### config.mk
export PLATFORM = sky130hd
export DESIGN_NAME = adc_ctrl
export DESIGN_NICKNAME = d
export VERILOG_FILES = /design/src/hw/adc_ctrl.v
export VERILOG_INCLUDE_DIRS = /design/src /design/src/include
export SDC_FILE = /design/constraint.sdc
export NUM_CORES = 1
export LEC_CHECK = 0
export BUFFER_PORTS_ARGS = -buffer_cell sky130_fd_sc_hd__buf_2
export CAP_MARGIN = 10
export CORE_MARGIN = 10
export CORE_UTILIZATION = 50
export DETAILED_ROUTE_END_ITERATION = 6
export GPL_ROUTABILITY_DRIVEN = 0
export PLACE_DENSITY = 0.8
export RECOVER_POWER = 50
export SYNTH_ARGS = -nofsm -noshare
export SYNTH_HDL_FRONTEND = slang
export SYNTH_SLANG_ARGS = --single-unit
### constraint.sdc
create_clock -name clk -period 4.4 [get_ports clk]
set_clock_uncertainty 0.2 [all_clocks]
set_input_delay 0.44 -clock clk [delete_from_list [all_inputs] [get_ports clk]]
set_output_delay 0.44 -clock clk [all_outputs]
set_load 0.02 [all_outputs]
### src/include/adc_ctrl_regs.vh
// Purpose: register map, field positions and timing counts of the converter control block
// Assumes: APB word addressing, 8-bit registers in the low byte of each word
// Notes:   shared by the design and the bench
//
// What this block does
// - result left-justified, high byte bits 9..2
// - result reads zero while converter disabled
// - start on start bit low-high-low sequence
// - results and busy flag are read-only
// - channel select bit picks pin 0/1
// - source field: 00/11 external, 01 bandgap, 10 amplifier
// - reference select: 0 analog supply, 1 regulator
// - amplifier supply: 0 regulator, 1 analog supply
// - base clock is the fast internal RC
// - bandgap enable bit powers bandgap reference
// - analog pin drops its I/O and pull-high
// - unimplemented bits read as zero
// - busy set at start, cleared with interrupt
// - enable must be high; wait power-on delay
// - conversion takes 4 sample + 10 convert clocks
`ifndef ADC_CTRL_REGS_VH
`define ADC_CTRL_REGS_VH

// ****************************************************************
// register byte addresses
// ****************************************************************
`define ADDR_RESULT_LOW     12'h000
`define ADDR_RESULT_HIGH    12'h004
`define ADDR_START_STATUS   12'h008
`define ADDR_SOURCE_CLOCK   12'h00c
`define ADDR_BANDGAP        12'h010
`define ADDR_IRQ_STATUS     12'h014
`define ADDR_IRQ_MASK       12'h018

// ****************************************************************
// field positions
// ****************************************************************
`define BIT_START           7
`define BIT_BUSY            6
`define BIT_ENABLE          5
`define BIT_BUFMODE         4
`define BIT_CHSEL           0
`define BIT_REFSEL          4
`define BIT_OPASUP          3
`define BIT_BGEN            3
`define BIT_IRQ_DONE        0
`define MASK_START_STATUS   8'hb1
`define MASK_SOURCE_CLOCK   8'h7f
`define MASK_BANDGAP        8'h08
`define MASK_IRQ            8'h01

// ****************************************************************
// source codes and timing
// ****************************************************************
`define SRC_BANDGAP         2'h1
`define SRC_AMPLIFIER       2'h2
`define SAMPLE_CYCLES       4'h4
`define TOTAL_CYCLES        4'he
`define RESET_BYTE          8'h00

`endif

### src/hw/adc_ctrl.v
// Purpose: control and register logic of a 10-bit converter, APB slave
// Assumes: clk is the fast internal RC base clock; analog core answers on its result port
// Notes:   one level interrupt output, sticky done flag cleared by writing one
//
// Our own choices: the APB interface to the registers and the register offsets.
`timescale 1ns/1ps
`include "adc_ctrl_regs.vh"

module adc_ctrl #(
  parameter DIV_W = 3
) (
  // clock and reset
  input  wire        clk,
  input  wire        sys_rst,
  // apb slave
  input  wire        psel,
  input  wire        penable,
  input  wire        pwrite,
  input  wire [11:0] paddr,
  input  wire [31:0] pwdata,
  output wire        pready,
  output wire        pslverr,
  output reg  [31:0] prdata,
  // analog core
  input  wire [9:0]  core_result,
  output reg         core_power,
  output reg         core_sample,
  output reg         core_convert,
  output reg         core_clk_tick,
  output reg         ref_regulator,
  output reg         opamp_on_analog_supply,
  output reg         bandgap_power,
  output reg         prebuffer_on,
  output reg  [1:0]  input_route,
  output reg  [1:0]  pin_analog_mode,
  // interrupt
  output wire        irq
);

  // ****************************************************************
  // registers
  // ****************************************************************
  reg  [7:0]       start_status_reg;
  reg  [7:0]       source_clock_reg;
  reg  [7:0]       bandgap_reg;
  reg  [9:0]       result_reg;
  reg  [7:0]       irq_status_reg;
  reg  [7:0]       irq_mask_reg;
  reg              busy_reg;
  reg              start_armed_reg;
  reg  [6:0]       div_count_reg;
  reg  [3:0]       conv_count_reg;
  wire             wr_en;
  wire             rd_en;
  wire             enable;
  wire             launch;
  wire             tick;
  wire             done;
  wire [6:0]       div_limit;

  localparam [1:0] ROUTE_EXT_PIN0  = 2'h0;
  localparam [1:0] ROUTE_EXT_PIN1  = 2'h1;
  localparam [1:0] ROUTE_BANDGAP   = 2'h2;
  localparam [1:0] ROUTE_AMPLIFIER = 2'h3;

  // address decode, used for read and write
  function is_mapped;
    input [11:0] a;
    begin
      is_mapped = (a == `ADDR_RESULT_LOW) || (a == `ADDR_RESULT_HIGH) ||
                  (a == `ADDR_START_STATUS) || (a == `ADDR_SOURCE_CLOCK) ||
                  (a == `ADDR_BANDGAP) || (a == `ADDR_IRQ_STATUS) ||
                  (a == `ADDR_IRQ_MASK);
    end
  endfunction

  assign pready  = 1'b1;                        // zero wait states
  assign pslverr = psel & penable & ~is_mapped(paddr);
  assign wr_en   = psel & penable & pwrite & is_mapped(paddr);
  assign rd_en   = psel & ~penable & ~pwrite;
  assign enable  = start_status_reg[`BIT_ENABLE];

  // start launches when the bit falls after having risen
  // the same write must keep enable high, or the core would be sampled while powering down
  assign launch = wr_en & (paddr == `ADDR_START_STATUS) & start_armed_reg
                  & ~pwdata[`BIT_START] & pwdata[`BIT_ENABLE] & enable & ~busy_reg;

  // ****************************************************************
  // control registers
  // ****************************************************************
  always @(posedge clk)
  begin
    if (sys_rst)
    begin
      start_status_reg <= `RESET_BYTE;
      source_clock_reg <= `RESET_BYTE;
      bandgap_reg      <= `RESET_BYTE;
      irq_mask_reg     <= `RESET_BYTE;
      start_armed_reg  <= 1'b0;
    end
    else if (wr_en)
    begin
      case (paddr)
        `ADDR_START_STATUS:
        begin
          // busy bit is not writable
          start_status_reg <= pwdata[7:0] & `MASK_START_STATUS;
          start_armed_reg  <= pwdata[`BIT_START];
        end
        `ADDR_SOURCE_CLOCK: source_clock_reg <= pwdata[7:0] & `MASK_SOURCE_CLOCK;
        `ADDR_BANDGAP:      bandgap_reg      <= pwdata[7:0] & `MASK_BANDGAP;
        `ADDR_IRQ_MASK:     irq_mask_reg     <= pwdata[7:0] & `MASK_IRQ;
        default:            irq_mask_reg     <= irq_mask_reg;
      endcase
    end
  end

  // ****************************************************************
  // conversion clock divider: base / 2^n
  // ****************************************************************
  assign div_limit = (7'h01 << source_clock_reg[DIV_W-1:0]) - 7'h01;

  always @(posedge clk)
  begin
    if (sys_rst || !busy_reg)
      div_count_reg <= 7'h00;
    else if (div_count_reg >= div_limit)
      div_count_reg <= 7'h00;
    else
      div_count_reg <= div_count_reg + 7'h01;
  end

  // no tick once enable drops, so a tick never follows core power going low
  assign tick = busy_reg & enable & (div_count_reg >= div_limit);
  assign done = tick & (conv_count_reg == `TOTAL_CYCLES - 4'h1);

  // ****************************************************************
  // conversion sequencer: 4 sample then 10 convert clocks
  // ****************************************************************
  always @(posedge clk)
  begin
    if (sys_rst || !enable)
    begin
      busy_reg       <= 1'b0;
      conv_count_reg <= 4'h0;
    end
    else if (launch)
    begin
      busy_reg       <= 1'b1;
      conv_count_reg <= 4'h0;
    end
    else if (done)
    begin
      busy_reg       <= 1'b0;
      conv_count_reg <= 4'h0;
    end
    else if (tick)
      conv_count_reg <= conv_count_reg + 4'h1;
  end

  // result capture, forced zero while disabled
  always @(posedge clk)
  begin
    if (sys_rst || !enable)
      result_reg <= 10'h000;
    else if (done)
      result_reg <= core_result;
  end

  // ****************************************************************
  // interrupt: sticky done flag, set wins over clear
  // ****************************************************************
  always @(posedge clk)
  begin
    if (sys_rst)
      irq_status_reg <= `RESET_BYTE;
    else
    begin
      if (wr_en && paddr == `ADDR_IRQ_STATUS)
        irq_status_reg <= irq_status_reg & ~pwdata[7:0];
      if (done)
        irq_status_reg[`BIT_IRQ_DONE] <= 1'b1;
    end
  end

  assign irq = |(irq_status_reg & irq_mask_reg);

  // ****************************************************************
  // analog steering outputs
  // ****************************************************************
  always @(posedge clk)
  begin
    if (sys_rst)
    begin
      core_power             <= 1'b0;
      core_sample            <= 1'b0;
      core_convert           <= 1'b0;
      core_clk_tick          <= 1'b0;
      ref_regulator          <= 1'b0;
      opamp_on_analog_supply <= 1'b0;
      bandgap_power          <= 1'b0;
      prebuffer_on           <= 1'b0;
      input_route            <= ROUTE_EXT_PIN0;
      pin_analog_mode        <= 2'h0;
    end
    else
    begin
      core_power             <= enable;
      core_sample            <= busy_reg & (conv_count_reg < `SAMPLE_CYCLES);
      core_convert           <= busy_reg & (conv_count_reg >= `SAMPLE_CYCLES);
      core_clk_tick          <= tick;
      ref_regulator          <= source_clock_reg[`BIT_REFSEL];
      opamp_on_analog_supply <= source_clock_reg[`BIT_OPASUP];
      bandgap_power          <= bandgap_reg[`BIT_BGEN];
      prebuffer_on           <= start_status_reg[`BIT_BUFMODE];
      case (source_clock_reg[6:5])
        `SRC_BANDGAP:   input_route <= ROUTE_BANDGAP;
        `SRC_AMPLIFIER: input_route <= ROUTE_AMPLIFIER;
        default:        input_route <= start_status_reg[`BIT_CHSEL] ?
                                       ROUTE_EXT_PIN1 : ROUTE_EXT_PIN0;
      endcase
      // selected pin goes analog: I/O and pull-high released while enabled with an external source
      if (enable && (source_clock_reg[6:5] != `SRC_BANDGAP) &&
          (source_clock_reg[6:5] != `SRC_AMPLIFIER))
        pin_analog_mode <= start_status_reg[`BIT_CHSEL] ? 2'h2 : 2'h1;
      else
        pin_analog_mode <= 2'h0;
    end
  end

  // ****************************************************************
  // read data, registered in the setup cycle
  // ****************************************************************
  always @(posedge clk)
  begin
    if (sys_rst)
      prdata <= 32'h00000000;
    else if (rd_en)
    begin
      case (paddr)
        `ADDR_RESULT_LOW:   prdata <= {24'h000000, result_reg[1:0], 6'h00};
        `ADDR_RESULT_HIGH:  prdata <= {24'h000000, result_reg[9:2]};
        `ADDR_START_STATUS: prdata <= {24'h000000, start_status_reg[7],
                                       busy_reg, start_status_reg[5:0]};
        `ADDR_SOURCE_CLOCK: prdata <= {24'h000000, source_clock_reg};
        `ADDR_BANDGAP:      prdata <= {24'h000000, bandgap_reg};
        `ADDR_IRQ_STATUS:   prdata <= {24'h000000, irq_status_reg};
        `ADDR_IRQ_MASK:     prdata <= {24'h000000, irq_mask_reg};
        default:            prdata <= 32'h00000000;
      endcase
    end
  end

endmodule // adc_ctrl

==> results.sh <==
export IMPL_outcome="finished clean"
export IMPL_critical_path_required_ns=4.47
export IMPL_netlist_instances=358
export IMPL_critical_path_reg2reg_endpoint="result_reg[9]$_SDFFE_PP0P_"
export IMPL_die_y_um=98.99
export IMPL_grt_first_pass_wirelength_mm=12.52
export IMPL_ys_types=51
export IMPL_rr_startpoint="source_clock_reg[0]$_SDFFE_PP0P_"
export IMPL_grt_util_met3=0.05377
export IMPL_placementRows=28
export IMPL_cp_top_family="compound AO/OA/AOI/OAI gates"
export IMPL_multi_input_comb_area_um2=1654
export IMPL_worst_hold_path_num_cells=2
export IMPL_floorplan_initialDensity=0.5207
export IMPL_max_cap_viol_count=0
export IMPL_io_buffer_count=56
export IMPL_global_route_usage_met2=0.2440
export IMPL_layout_area_seq_um2=1261
export IMPL_antennaDiodeCount=0
export IMPL_worstHoldEndpoint="irq_status_reg[6]$_SDFFE_PP0P_"
export IMPL_number_of_antenna_violations_at_the_first_check_in_global_routing=0
export IMPL_finalHoldViolCount=0
export IMPL_reg2reg_slack_ns=1.03
export IMPL_timing_critical_path_from="source_clock_reg[0]$_SDFFE_PP0P_"
export IMPL_grt_start_max_net_pins=33
export IMPL_postCtsSetupRepairBufs=0
export IMPL_clock_tree_from_tritoncts="built"
export IMPL_nFillCells=548
export IMPL_final_period_minus_worst_setup_slack_ns=3.367
export IMPL_power_frac_seq=0.515
export IMPL_ant_nets=0
export IMPL_comb_power_share=0.058
export IMPL_crit_arrival_ns=3.44
export IMPL_route_detailed_wl_per_inst_um=15.55
export IMPL_design_core_area_um2=5991
export IMPL_final_global_route_overflow_total=0
export IMPL_yosysSeqAreaShare=0.4043
export IMPL_max_slew_margin=0.1332
export IMPL_cts_resized=0
export IMPL_area_of_the_mapped_netlist_um2=3119
export IMPL_cp_buffers_inverters=0
export IMPL_ys_top_cells_by_area="dfxtp_1 (40%), buf_4 (6.3%), ha_1 (5.2%)"
export IMPL_numCtsBuffers=9
export IMPL_number_of_synthesized_flops_with_an_enable_pin=0
export IMPL_leakage_power_total_nw=1.294
export IMPL_die_x_um=98.99
export IMPL_largest_register_ffs=10
export IMPL_crit_path_max_fanout=19
export IMPL_maxSlewViolCount=0
export IMPL_route_detailed_drc=0
export IMPL_floorplan_die_area_um2=9798
export IMPL_drive_gt1_frac=0.1453
export IMPL_rsz0062_at_grt="false"
export IMPL_first_pass_iters=4
export IMPL_synthFlopType="dfxtp_1"
export IMPL_crit_path_top_delay_cell="a211oi_4"
export IMPL_finish_net_count=481
export IMPL_power_density_cell_area_nw_per_um2=318.8
export IMPL_fmax_mhz=297.0
export IMPL_post_route_period_util=0.7651
export IMPL_hold_crit_start="pwdata[6]"
export IMPL_hold_buf_cts=0
export IMPL_track_usage=0.1532
export IMPL_clock_tree_buffer_depth=2
export IMPL_clk_pin_slew_worst_paths_ns=0.07
export IMPL_critPathKind="reg2reg"
export IMPL_via_per_inst=5.488
export IMPL_worst_path_largest_cell_delay_ns=0.57
export IMPL_clkSinkCount=63
export IMPL_totalNegativeSetupSlack_ns=0
export IMPL_cts_htree_levels=3
export IMPL_synthArstFlopShare=0
export IMPL_worst_slew_pin_slew_ns=1.300
export IMPL_synthesis_area_per_instance_um2=8.713
export IMPL_worst_setup_path_start_kind="register"
export IMPL_io_pins=106
export IMPL_vdd_ir_drop_worst_v=0.0002203
export IMPL_worstHoldPathType="in2reg"
export IMPL_place_detailed_hpwl_mm=5.678
export IMPL_power_total_mw=1.108
export IMPL_critPathCaptureType="register"
export IMPL_syn_to_final_growth_pct=11.39
export IMPL_total_switching_power_uw=263.4
export IMPL_top_usage_layer="met2"
export IMPL_p_sw_frac=0.2377
export IMPL_grt_use_met1=0.1788
export IMPL_r2r_worst_path_cells=11
export IMPL_yosysTopAreaCell="dfxtp_1"
export IMPL_pwr_share_clk=0.428
export IMPL_synth_most_common_cell="dfxtp_1"
export IMPL_internal_power_contribution_uw=844.5
export IMPL_cp_cell_sequence="or3_1 -> ha_1 -> nor3_1 -> a21o_1 -> a21oi_1 -> ha_1 -> a211oi_1 -> nor2_1 -> a211oi_4 -> o21ai_0 -> a21oi_1"
export IMPL_synth_top_cell_area_share=0.4043
export IMPL_synth_top_cells_by_count="dfxtp_1 (63), nor2_1 (34), a21oi_1 (32)"
export IMPL_clk_latency_ns=0.35
export IMPL_postRouteWirelength_mm=7.589
export IMPL_drtIter0Drc=127
export IMPL_setup_viol=0
export IMPL_hold_worst_slack_ns=0.07284
export IMPL_via_count_of_the_first_global_routing_pass=2723
export IMPL_clock_tree_root_cell="clkbuf_8"
export IMPL_postSynthRegisterBits=63
export IMPL_via_count=2678
export IMPL_synthesis_yosys_warnings=0
## area by class of cell
| class | count | area share |
|---|---|---|
| sequential | 63 | 0.3630 |
| tap | 75 | 0.02701 |
| clock buffer | 11 | 0.03781 |
| clock inverter | 4 | 0.01368 |
| inverter | 9 | 0.009723 |
| multi-input combinational | 270 | 0.4761 |
| timing repair buffer | 56 | 0.07274 |
## cells in the final DEF (no fill, tap or decap), types with 8 or more instances in the layout
cell type   n
dfxtp_1    63
nor2_1     35
buf_2      34
a21oi_1    32
conb_1     25
clkbuf_1   24
nand2_1    23
o21ai_0    23
nand3_1    15
mux2i_1    13
ha_1       13
nand2b_1   11
inv_1       9
clkbuf_8    9
nor2b_1     8
## worst reg2reg max path, delay by kind of cell (launching register included)
kind                     cells  cell delay [ns]
AO/OA/AOI/OAI                6             1.38
AND/OR/NAND/NOR              3             0.73
flip-flops                   1             0.40
adder cells (fa/ha/maj)      2             0.58
## routing by layer
metal | up-vias | part of all wire
li1 | 1305 | -
met1 | 1252 | 0.43
met2 | 110 | 0.45
met3 | 11 | 0.097
met4 | 0 | 0.019
met5 | - | 0
## cells by family (layout without fill, tap and decap cells)
family / after synthesis / after routing / synth area share
AO/OA/AOI/OAI: 82 / 82 / 0.1552
XOR/XNOR: 7 / 7 / 0.01966
adder cells (fa/ha/maj): 13 / 13 / 0.05215
buffers and inverters: 48 / 80 / 0.09226
flip-flops: 63 / 63 / 0.4043
multiplexers: 17 / 17 / 0.05976
other: 2 / 25 / 0.002408
AND/OR/NAND/NOR: 126 / 126 / 0.2142
## power groups by stage
stage / sequential [mW] / clock [mW] / combinational [mW]
after global routing: 0.570 / 0.497 / 0.0701
after floorplan: 0.583 / 0 / 0.0560
after global placement: 0.583 / 0 / 0.0621
after detailed placement: 0.583 / 0 / 0.0626
after CTS: 0.570 / 0.477 / 0.0628
final: 0.570 / 0.474 / 0.0640
## through the flow
| step | utilization | instances | setup slack, ns | instance area (um2) |
|---|---|---|---|---|
| after floorplan | - | 381 | 1.339 | 3206 |
| after global placement | 0.5551 | 473 | 1.220 | 3326 |
| after detailed placement | 0.5551 | 473 | 1.082 | 3326 |
| after CTS | 0.5850 | 488 | 1.071 | 3505 |
| after global routing | 0.5800 | 488 | 0.7574 | 3475 |
| final | 0.5800 | 488 | 1.033 | 3475 |
## worst max-delay path by stage
stage | to | slack (ns) | cells past startpoint
after floorplan | conv_count_reg[1]$_SDFFE_PP0P_ | 1.34 | 13
after global placement | result_reg[5]$_SDFFE_PP0P_ | 1.22 | 10
after detailed placement | conv_count_reg[0]$_SDFFE_PP0P_ | 1.08 | 10
after CTS | result_reg[0]$_SDFFE_PP0P_ | 1.07 | 11
after global routing | result_reg[0]$_SDFFE_PP0P_ | 0.76 | 11
final | result_reg[9]$_SDFFE_PP0P_ | 1.03 | 11
No activity file was read; power rests on OpenSTA's default activity.
